File: src/logic/dav_pkg.sv
// Shared constants and types of the integrated motion output block
package dav_pkg;

    // Register byte addresses; each word also answers at its odd address
    localparam logic [6:0] DAV_ADDR_ZROT_LOW = 7'h2C;
    localparam logic [6:0] DAV_ADDR_ZROT_HIGH = 7'h2E;
    localparam logic [6:0] DAV_ADDR_XSPD_LOW = 7'h30;
    localparam logic [6:0] DAV_ADDR_XSPD_HIGH = 7'h32;
    localparam logic [6:0] DAV_ADDR_YSPD_LOW = 7'h34;
    localparam logic [6:0] DAV_ADDR_YSPD_HIGH = 7'h36;
    localparam logic [6:0] DAV_ADDR_ZSPD_LOW = 7'h38;
    localparam logic [6:0] DAV_ADDR_ZSPD_HIGH = 7'h3A;

    // Output values before the first update and on unmapped reads
    localparam logic [31:0] DAV_RESULT_RESET = 32'h0000_0000;
    localparam logic [15:0] DAV_UNMAPPED_DATA = 16'h0000;

    // Saturation limits of the 32-bit result
    localparam logic [31:0] DAV_POS_FULL = 32'h7FFF_FFFF;
    localparam logic [31:0] DAV_NEG_FULL = 32'h8000_0000;

    // Sample timing: nominal internal sample rate
    localparam int DAV_CLK_HZ = 200_000_000;
    localparam int DAV_SAMPLE_RATE_SPS = 2000;
    localparam int DAV_SAMPLE_DIV = DAV_CLK_HZ / DAV_SAMPLE_RATE_SPS;

    // One set of per-axis values: z rotation rate and x/y/z acceleration
    typedef struct packed {
        logic signed [31:0] gyro_z;
        logic signed [31:0] accel_x;
        logic signed [31:0] accel_y;
        logic signed [31:0] accel_z;
    } dav_axis_set_t;

    // Register read request from the serial interface logic
    typedef struct packed {
        logic en;
        logic [6:0] addr;
    } dav_read_req_t;

endpackage : dav_pkg

File: src/logic/dav_motion_outputs.sv
// Integrated rotation and speed change outputs with register read port
//
// Summary of operation
// RULE1: Z rotation increment readable as low word 0x2C, high word 0x2E.
// RULE2: Rotation high word is twos complement, zero is 0x0000.
// RULE3: Sum of each sample plus previous sample, times one over 2fs.
// RULE4: Each output accumulates decimation setting plus one samples.
// RULE5: Internal sample clock gives a nominal 2000 samples per second.
// RULE6: Speed change low words at 0x30, 0x34, 0x38, high words follow.
// RULE7: Speed change high word twos complement, 100 m/s over 2^15 per count.
// RULE8: High and low word form one 32-bit twos complement value.
// RULE9: 32-bit full scale codes are 0x7FFFFFFF and 0x80000000.
// RULE10: 16-bit codes run from 0x8000 up to 0x7FFF.
// RULE11: Plus one count is 0x0001, minus one is 0xFFFF.
// RULE12: Each result is the change since the previous update only.
// RULE13: User bias follows factory correction; chain runs at 2000 Hz.
// RULE14: Bias adjustable per sensor; factory formulas stay hidden.
// RULE15: Host may rescale results by measured ready pin rate.
// RULE16: Rotation uses the same trapezoid on gyro rate samples.
// RULE17: Rotation full scale is 360, 720 or 2160 degrees by model.
// RULE18: Accumulator restarts each period; words come from one update.
`timescale 1ns/1ps
module dav_motion_outputs import dav_pkg::*; #(
    parameter int SAMPLE_DIV = DAV_SAMPLE_DIV,
    parameter int DEC_W = 16,
    parameter int ACC_W = 48
) (
    input wire logic clk,
    input wire logic rst_b,
    input wire dav_axis_set_t factory_samples,
    input wire dav_axis_set_t user_bias,
    input wire logic [DEC_W-1:0] output_decimation_setting,
    input wire dav_read_req_t read_req,
    output logic [15:0] read_data,
    output logic read_valid,
    output logic sample_ready_pin
);

    localparam int DIV_W = (SAMPLE_DIV > 1) ? $clog2(SAMPLE_DIV) : 1;
    localparam logic [DIV_W-1:0] DIV_LAST = DIV_W'(SAMPLE_DIV - 1);

    logic [DIV_W-1:0] div_cnt_reg;
    logic [DIV_W-1:0] div_cnt_next;
    logic [DEC_W-1:0] dec_cnt_reg;
    logic [DEC_W-1:0] dec_cnt_next;
    logic ready_reg;
    logic ready_next;
    logic [15:0] rd_data_reg;
    logic [15:0] rd_data_next;
    logic rd_valid_reg;
    logic rd_valid_next;
    logic tick;
    logic last;
    logic [31:0] zrot_word;
    logic [31:0] xspd_word;
    logic [31:0] yspd_word;
    logic [31:0] zspd_word;

    always_comb begin
        // RULE5: 2000 SPS sample enable
        tick = (div_cnt_reg == DIV_LAST);
        div_cnt_next = tick ? '0 : div_cnt_reg + 1'b1;
        // RULE4: setting plus one samples
        // Compare with >= so lowering the setting mid-period cannot stall
        last = (dec_cnt_reg >= output_decimation_setting);
        dec_cnt_next = dec_cnt_reg;
        if (tick) begin
            dec_cnt_next = last ? '0 : dec_cnt_reg + 1'b1;
        end
        // Ready pulse marks the cycle the new results become readable
        ready_next = tick & last;
    end

    always_ff @(posedge clk) begin
        if (!rst_b) begin
            div_cnt_reg <= '0;
            dec_cnt_reg <= '0;
            ready_reg <= 1'b0;
        end else begin
            div_cnt_reg <= div_cnt_next;
            dec_cnt_reg <= dec_cnt_next;
            ready_reg <= ready_next;
        end
    end

    // RULE16: gyro uses trapezoid
    // RULE17: range scales inputs only
    // The model's rotation range only rescales the input units; no logic
    dav_trap_integrator #(.ACC_W(ACC_W)) u_zrot (
        .clk(clk),
        .rst_b(rst_b),
        .tick(tick),
        .last(last),
        .sample_in(factory_samples.gyro_z),
        .bias_in(user_bias.gyro_z),
        .result(zrot_word)
    );

    // RULE14: per sensor bias
    dav_trap_integrator #(.ACC_W(ACC_W)) u_xspd (
        .clk(clk),
        .rst_b(rst_b),
        .tick(tick),
        .last(last),
        .sample_in(factory_samples.accel_x),
        .bias_in(user_bias.accel_x),
        .result(xspd_word)
    );

    dav_trap_integrator #(.ACC_W(ACC_W)) u_yspd (
        .clk(clk),
        .rst_b(rst_b),
        .tick(tick),
        .last(last),
        .sample_in(factory_samples.accel_y),
        .bias_in(user_bias.accel_y),
        .result(yspd_word)
    );

    dav_trap_integrator #(.ACC_W(ACC_W)) u_zspd (
        .clk(clk),
        .rst_b(rst_b),
        .tick(tick),
        .last(last),
        .sample_in(factory_samples.accel_z),
        .bias_in(user_bias.accel_z),
        .result(zspd_word)
    );

    always_comb begin
        rd_valid_next = read_req.en;
        rd_data_next = rd_data_reg;
        if (read_req.en) begin
            // RULE8: high word upper half
            // RULE18: halves share update
            // Both halves live in one register, but two separate reads that straddle an update can tear a pair
            case ({read_req.addr[6:1], 1'b0})
                // RULE1: rotation word offsets
                DAV_ADDR_ZROT_LOW: rd_data_next = zrot_word[15:0];
                // RULE2: twos complement high
                DAV_ADDR_ZROT_HIGH: rd_data_next = zrot_word[31:16];
                // RULE6: speed word offsets
                DAV_ADDR_XSPD_LOW: rd_data_next = xspd_word[15:0];
                // RULE7: speed high word
                // RULE10: sixteen bit codes
                DAV_ADDR_XSPD_HIGH: rd_data_next = xspd_word[31:16];
                DAV_ADDR_YSPD_LOW: rd_data_next = yspd_word[15:0];
                DAV_ADDR_YSPD_HIGH: rd_data_next = yspd_word[31:16];
                DAV_ADDR_ZSPD_LOW: rd_data_next = zspd_word[15:0];
                DAV_ADDR_ZSPD_HIGH: rd_data_next = zspd_word[31:16];
                default: rd_data_next = DAV_UNMAPPED_DATA;
            endcase
        end
    end

    always_ff @(posedge clk) begin
        if (!rst_b) begin
            rd_data_reg <= DAV_UNMAPPED_DATA;
            rd_valid_reg <= 1'b0;
        end else begin
            rd_data_reg <= rd_data_next;
            rd_valid_reg <= rd_valid_next;
        end
    end

    assign read_data = rd_data_reg;
    assign read_valid = rd_valid_reg;
    assign sample_ready_pin = ready_reg;

endmodule : dav_motion_outputs

File: src/logic/dav_trap_integrator.sv
// Trapezoidal integrator for one axis with user bias and saturation
`timescale 1ns/1ps
module dav_trap_integrator import dav_pkg::*; #(
    parameter int ACC_W = 48
) (
    input wire logic clk,
    input wire logic rst_b,
    input wire logic tick,
    input wire logic last,
    input wire logic signed [31:0] sample_in,
    input wire logic signed [31:0] bias_in,
    output logic [31:0] result
);

    logic signed [ACC_W-1:0] acc_reg;
    logic signed [ACC_W-1:0] acc_next;
    logic signed [31:0] prev_reg;
    logic signed [31:0] prev_next;
    logic [31:0] result_reg;
    logic [31:0] result_next;
    logic signed [32:0] corr_wide;
    logic signed [31:0] corr;
    logic signed [ACC_W-1:0] sum;
    logic signed [ACC_W-1:0] half;
    logic signed [ACC_W-1:0] pos_lim;
    logic signed [ACC_W-1:0] neg_lim;

    always_comb begin
        // RULE13: bias after factory
        corr_wide = {sample_in[31], sample_in} + {bias_in[31], bias_in};
        // Saturate so a large bias cannot wrap the sample sign
        if (corr_wide[32] != corr_wide[31]) begin
            corr = corr_wide[32] ? $signed(DAV_NEG_FULL)
                                 : $signed(DAV_POS_FULL);
        end else begin
            corr = corr_wide[31:0];
        end
        // RULE3: sample plus previous
        sum = acc_reg + {{(ACC_W-32){corr[31]}}, corr}
            + {{(ACC_W-32){prev_reg[31]}}, prev_reg};
        // The factor one half of the trapezoid
        half = sum >>> 1;
        pos_lim = {{(ACC_W-32){1'b0}}, DAV_POS_FULL};
        neg_lim = {{(ACC_W-32){1'b1}}, DAV_NEG_FULL};
        acc_next = acc_reg;
        prev_next = prev_reg;
        result_next = result_reg;
        if (tick) begin
            prev_next = corr;
            acc_next = sum;
            if (last) begin
                // RULE9: clamp to full scale
                if (half > pos_lim) begin
                    result_next = DAV_POS_FULL;
                end else if (half < neg_lim) begin
                    result_next = DAV_NEG_FULL;
                end else begin
                    // RULE11: twos complement order
                    result_next = half[31:0];
                end
                // RULE12: restart per period
                acc_next = '0;
            end
        end
    end

    always_ff @(posedge clk) begin
        if (!rst_b) begin
            acc_reg <= '0;
            prev_reg <= '0;
            result_reg <= DAV_RESULT_RESET;
        end else begin
            acc_reg <= acc_next;
            prev_reg <= prev_next;
            result_reg <= result_next;
        end
    end

    assign result = result_reg;

endmodule : dav_trap_integrator

File: config.mk
export PLATFORM = sky130hd
export DESIGN_NAME = dav_motion_outputs
export DESIGN_NICKNAME = d
export VERILOG_FILES = /design/src/logic/dav_pkg.sv /design/src/logic/dav_motion_outputs.sv /design/src/logic/dav_trap_integrator.sv
export SDC_FILE = /design/constraint.sdc
export NUM_CORES = 2
export LEC_CHECK = 0
export BUFFER_PORTS_ARGS = -buffer_cell sky130_fd_sc_hd__buf_2
export CORE_UTILIZATION = 45
export CTS_CLUSTER_DIAMETER = 40
export DETAILED_ROUTE_END_ITERATION = 7
export GPL_ROUTABILITY_DRIVEN = 0
export PLACE_DENSITY = 0.67
export SLEW_MARGIN = 15
export SYNTH_ARGS = -nofsm -noshare
export SYNTH_HDL_FRONTEND = slang
export SYNTH_HIERARCHICAL = 1
export SYNTH_SLANG_ARGS = --single-unit
File: constraint.sdc
create_clock -name clk -period 8.47 [get_ports clk]
set_input_delay 0.4235 -clock clk [delete_from_list [all_inputs] [get_ports clk]]
set_output_delay 0.4235 -clock clk [all_outputs]
set_load 0.1 [all_outputs]
==> impl_metrics.tcl <==
set metrics [dict create \
    status "complete, but fails checks" \
    violations "DRC" \
    rows 114 \
    async_reset_ff_share_pct 0 \
    slew_headroom_pct 21.0 \
    cts_tree "yes" \
    hold_path_depth 3 \
    critPathMaxFanout 31 \
    power.share.clock_pct 38.0 \
    synth-edff-count 0 \
    p_sw_share_pct 39.0 \
    holdWs_ns 0.184 \
    yosys-top-cells-area "dfxtp_1, ha_1, fa_1, a21oi_1, o21ai_0" \
    ys_warn_count 6 \
    synth_ff_type "dfxtp_1" \
    cts_buffer_depth 3 \
    cts.clk_slew.worst_paths_ns 0.06 \
    grt.total_usage_pct 25.2 \
    clock_skew_ns 0.0378 \
    finalSetupViolations 0 \
    p_leak_nw 21.4 \
    antenna_found_initial 3 \
    crit_path_max_incr_delay_ns 0.57 \
    start_util_pct 45.6 \
    cap_violations 0 \
    grt_max_degree 91 \
    synth_nets 6175 \
    grt_pass1_vias 38700 \
    dp_cells 6813 \
    drc_errors 28 \
    power_frac_seq_pct 24.0 \
    arrival_ns 8.50 \
    syn_area_mm2 0.0442 \
    cts_sinks 499 \
    peakVddDrop_uv 169 \
    synth_top_area_share_pct 22.6 \
    cts_buffers 90 \
    insertion_delay_ns 0.65 \
    ctsResizeCount 0 \
    setup_slack_ns 0.493 \
    path_class "in -> reg" \
    p_comb_share_pct 38.0 \
    io_pins 300 \
    port_buffers 298 \
    slew_viol_final 0 \
    dieArea_mm2 0.0995 \
    vias_per_cell 5.91 \
    die_x_um 315 \
    vias 41300 \
    crit_required_ns 8.99 \
    r2r_slack_ns 3.63 \
    endpoint_kind "register" \
    dpl.hpwl_um 97600 \
    wl_per_cell_um 18.4 \
    rr_worst_depth 17 \
    htreeDepth 3 \
    worst_pin_slew_ns 1.18 \
    die_h_um 315 \
    fmax_mhz 125 \
    drive_gt1_share_pct 16.4 \
    drtAntennaViolNets 0 \
    power_density_mw_per_mm2 194 \
    stdcell_count 6981 \
    synth-seq-cells 499 \
    layout.nets 6445 \
    syn-instance-count 5359 \
    synthToLayoutAreaGrowth_pct 14.1 \
    grt_overflow 0 \
    crit_slowest_cell "or4b_4" \
    rsz0062_at_grt "false" \
    synth_area_leader_cell "dfxtp_1" \
    hold_viol 0 \
    syn_avg_cell_area_um2 8.25 \
    dp_slack_ns 0.0627 \
    drt-total-wl_um 129000 \
    cts_hold_buf 0 \
    internal_power_mw 5.98 \
    core_area_mm2 0.0970 \
    cp-start-kind "input port" \
    post_cts_buffers 0 \
    root_buffer "clkbuf_16" \
    drt_pass1_iterations 8 \
    hold_class "in -> reg" \
    synth.distinct_cells 120 \
    ys_seq_area_share_pct 22.6 \
    layout_min_cycle_time_ns 7.98 \
    fin_crit_sh_pct 94.2 \
    setup_tns_ns 0 \
    p_sw_mw 3.83 \
    drt_iter0_drc 3351 \
    grt_pass1_wl_um 205000 \
]
-- layout by cell type, fill, tap and decap left out, types with 41 or more instances in the layout --
| cell type | n |
|---|---|
| ha_1 | 338 |
| a21oi_1 | 462 |
| xor2_1 | 114 |
| o21ai_1 | 48 |
| a22oi_1 | 112 |
| and2_1 | 53 |
| o21bai_1 | 49 |
| nor2b_1 | 44 |
| nand3_1 | 104 |
| a211oi_1 | 51 |
| o21ai_0 | 450 |
| buf_2 | 297 |
| a31oi_1 | 50 |
| xnor2_1 | 163 |
| nand2b_1 | 55 |
| clkbuf_16 | 91 |
| nor3_1 | 80 |
| a21oi_2 | 44 |
| o2bb2ai_2 | 41 |
| o21a_1 | 59 |
| nand2_1 | 371 |
| inv_1 | 218 |
| a21o_1 | 105 |
| and3_1 | 58 |
| fa_1 | 196 |
| nand4_1 | 76 |
| nor2_1 | 567 |
| dfxtp_1 | 499 |
| buf_4 | 159 |
-- worst paths after layout --
kind                                          to                      startpoint
setup / recovery  u_xspd/result[28]$_SDFFE_PN0P_             factory_samples[73]
setup reg to reg  u_xspd/result[28]$_SDFFE_PN0P_  u_xspd/acc_reg[1]$_SDFFE_PN0P_
hold reg to reg        div_cnt_reg[0]$_SDFF_PP0_       div_cnt_reg[0]$_SDFF_PP0_
hold / removal             read_valid$_SDFF_PN0_                     read_req[7]
-- synth_stat cells (24+ instances only) --
| cell type | number |
|---|---|
| nor2_1 | 571 |
| mux2i_1 | 34 |
| xnor2_1 | 163 |
| a31oi_1 | 50 |
| o21ba_2 | 31 |
| o21a_1 | 59 |
| xor2_1 | 114 |
| a211oi_1 | 51 |
| nor3_1 | 80 |
| fa_1 | 196 |
| nand4_1 | 76 |
| or2_2 | 34 |
| and2_1 | 54 |
| or3_1 | 28 |
| o21bai_1 | 49 |
| a21oi_1 | 462 |
| a21o_1 | 105 |
| buf_2 | 58 |
| o2bb2ai_1 | 24 |
| a21oi_2 | 44 |
| nand2_1 | 371 |
| o21ai_1 | 48 |
| ha_1 | 338 |
| and3_1 | 58 |
| nand2b_1 | 56 |
| o211ai_1 | 37 |
| o21ai_0 | 450 |
| dfxtp_1 | 499 |
| nor4_1 | 26 |
| o211a_1 | 28 |
| a22oi_1 | 112 |
| o2bb2ai_2 | 41 |
| o31ai_1 | 26 |
| nand3_1 | 104 |
| clkbuf_1 | 193 |
| o22ai_2 | 30 |
| inv_1 | 222 |
| nor2b_1 | 44 |
-- per-stage QoR --
| stage | power [mW] | utilization, % | cell area [um2] |
|---|---|---|---|
| after floorplan | 4.93 | - | 44200 |
| after global placement | 6.00 | 48.8 | 47300 |
| after detailed placement | 6.03 | 48.8 | 47300 |
| after CTS | 9.80 | 52.0 | 50400 |
| after global routing | 10.3 | 52.0 | 50400 |
| final | 9.80 | 52.0 | 50400 |
-- final cells by class --
cell class	instances	area, um2
inverter	229	860
fill	9207	46600
timing repair buffer	467	2890
clock buffer	102	2380
tap	1276	1600
antenna	1	2.50
clock inverter	65	751
sequential	499	9990
multi-input combinational	4342	32000
-- critical path: cells and delay by family --
family | cells | cell delay (ns)
XOR/XNOR | 2 | 0.32
AO/OA/AOI/OAI | 19 | 4.39
buffers and inverters | 4 | 0.58
adder cells (fa/ha/maj) | 5 | 1.79
AND/OR/NAND/NOR | 3 | 0.99
-- per-layer routing --
layer / part of all wire (%) / global-route usage, % / wire, um / up-vias
met5: 0.013 / 0 / 17 / -
met2: 44 / 38.8 / 56500 / 1273
li1: - / - / - / 20000
met3: 6.8 / 4.48 / 8770 / 233
met1: 46 / 35.3 / 59200 / 19700
met4: 3.2 / 8.84 / 4100 / 4
-- kinds of logic (layout without fill, tap and decap cells) --
group | after synthesis | after routing | synth area share [%]
XOR/XNOR | 278 | 278 | 5.53
flip-flops | 499 | 499 | 22.6
AO/OA/AOI/OAI | 1866 | 1866 | 28.8
other | 0 | 1 | 0
adder cells (fa/ha/maj) | 534 | 534 | 18.4
buffers and inverters | 518 | 863 | 5.16
AND/OR/NAND/NOR | 1611 | 1611 | 17.8
multiplexers | 53 | 53 | 1.66
-- power by group through the flow --
stage	Combinational, mW	Sequential (mW)	Clock [mW]
2_1_floorplan	2.53	2.40	0
3_5_place_dp	3.63	2.40	0
4_1_cts	3.66	2.35	3.79
6_report	3.72	2.35	3.73
5_1_grt	4.06	2.35	3.91
3_3_place_gp	3.60	2.40	0
(Power assumes the default switching activity.)
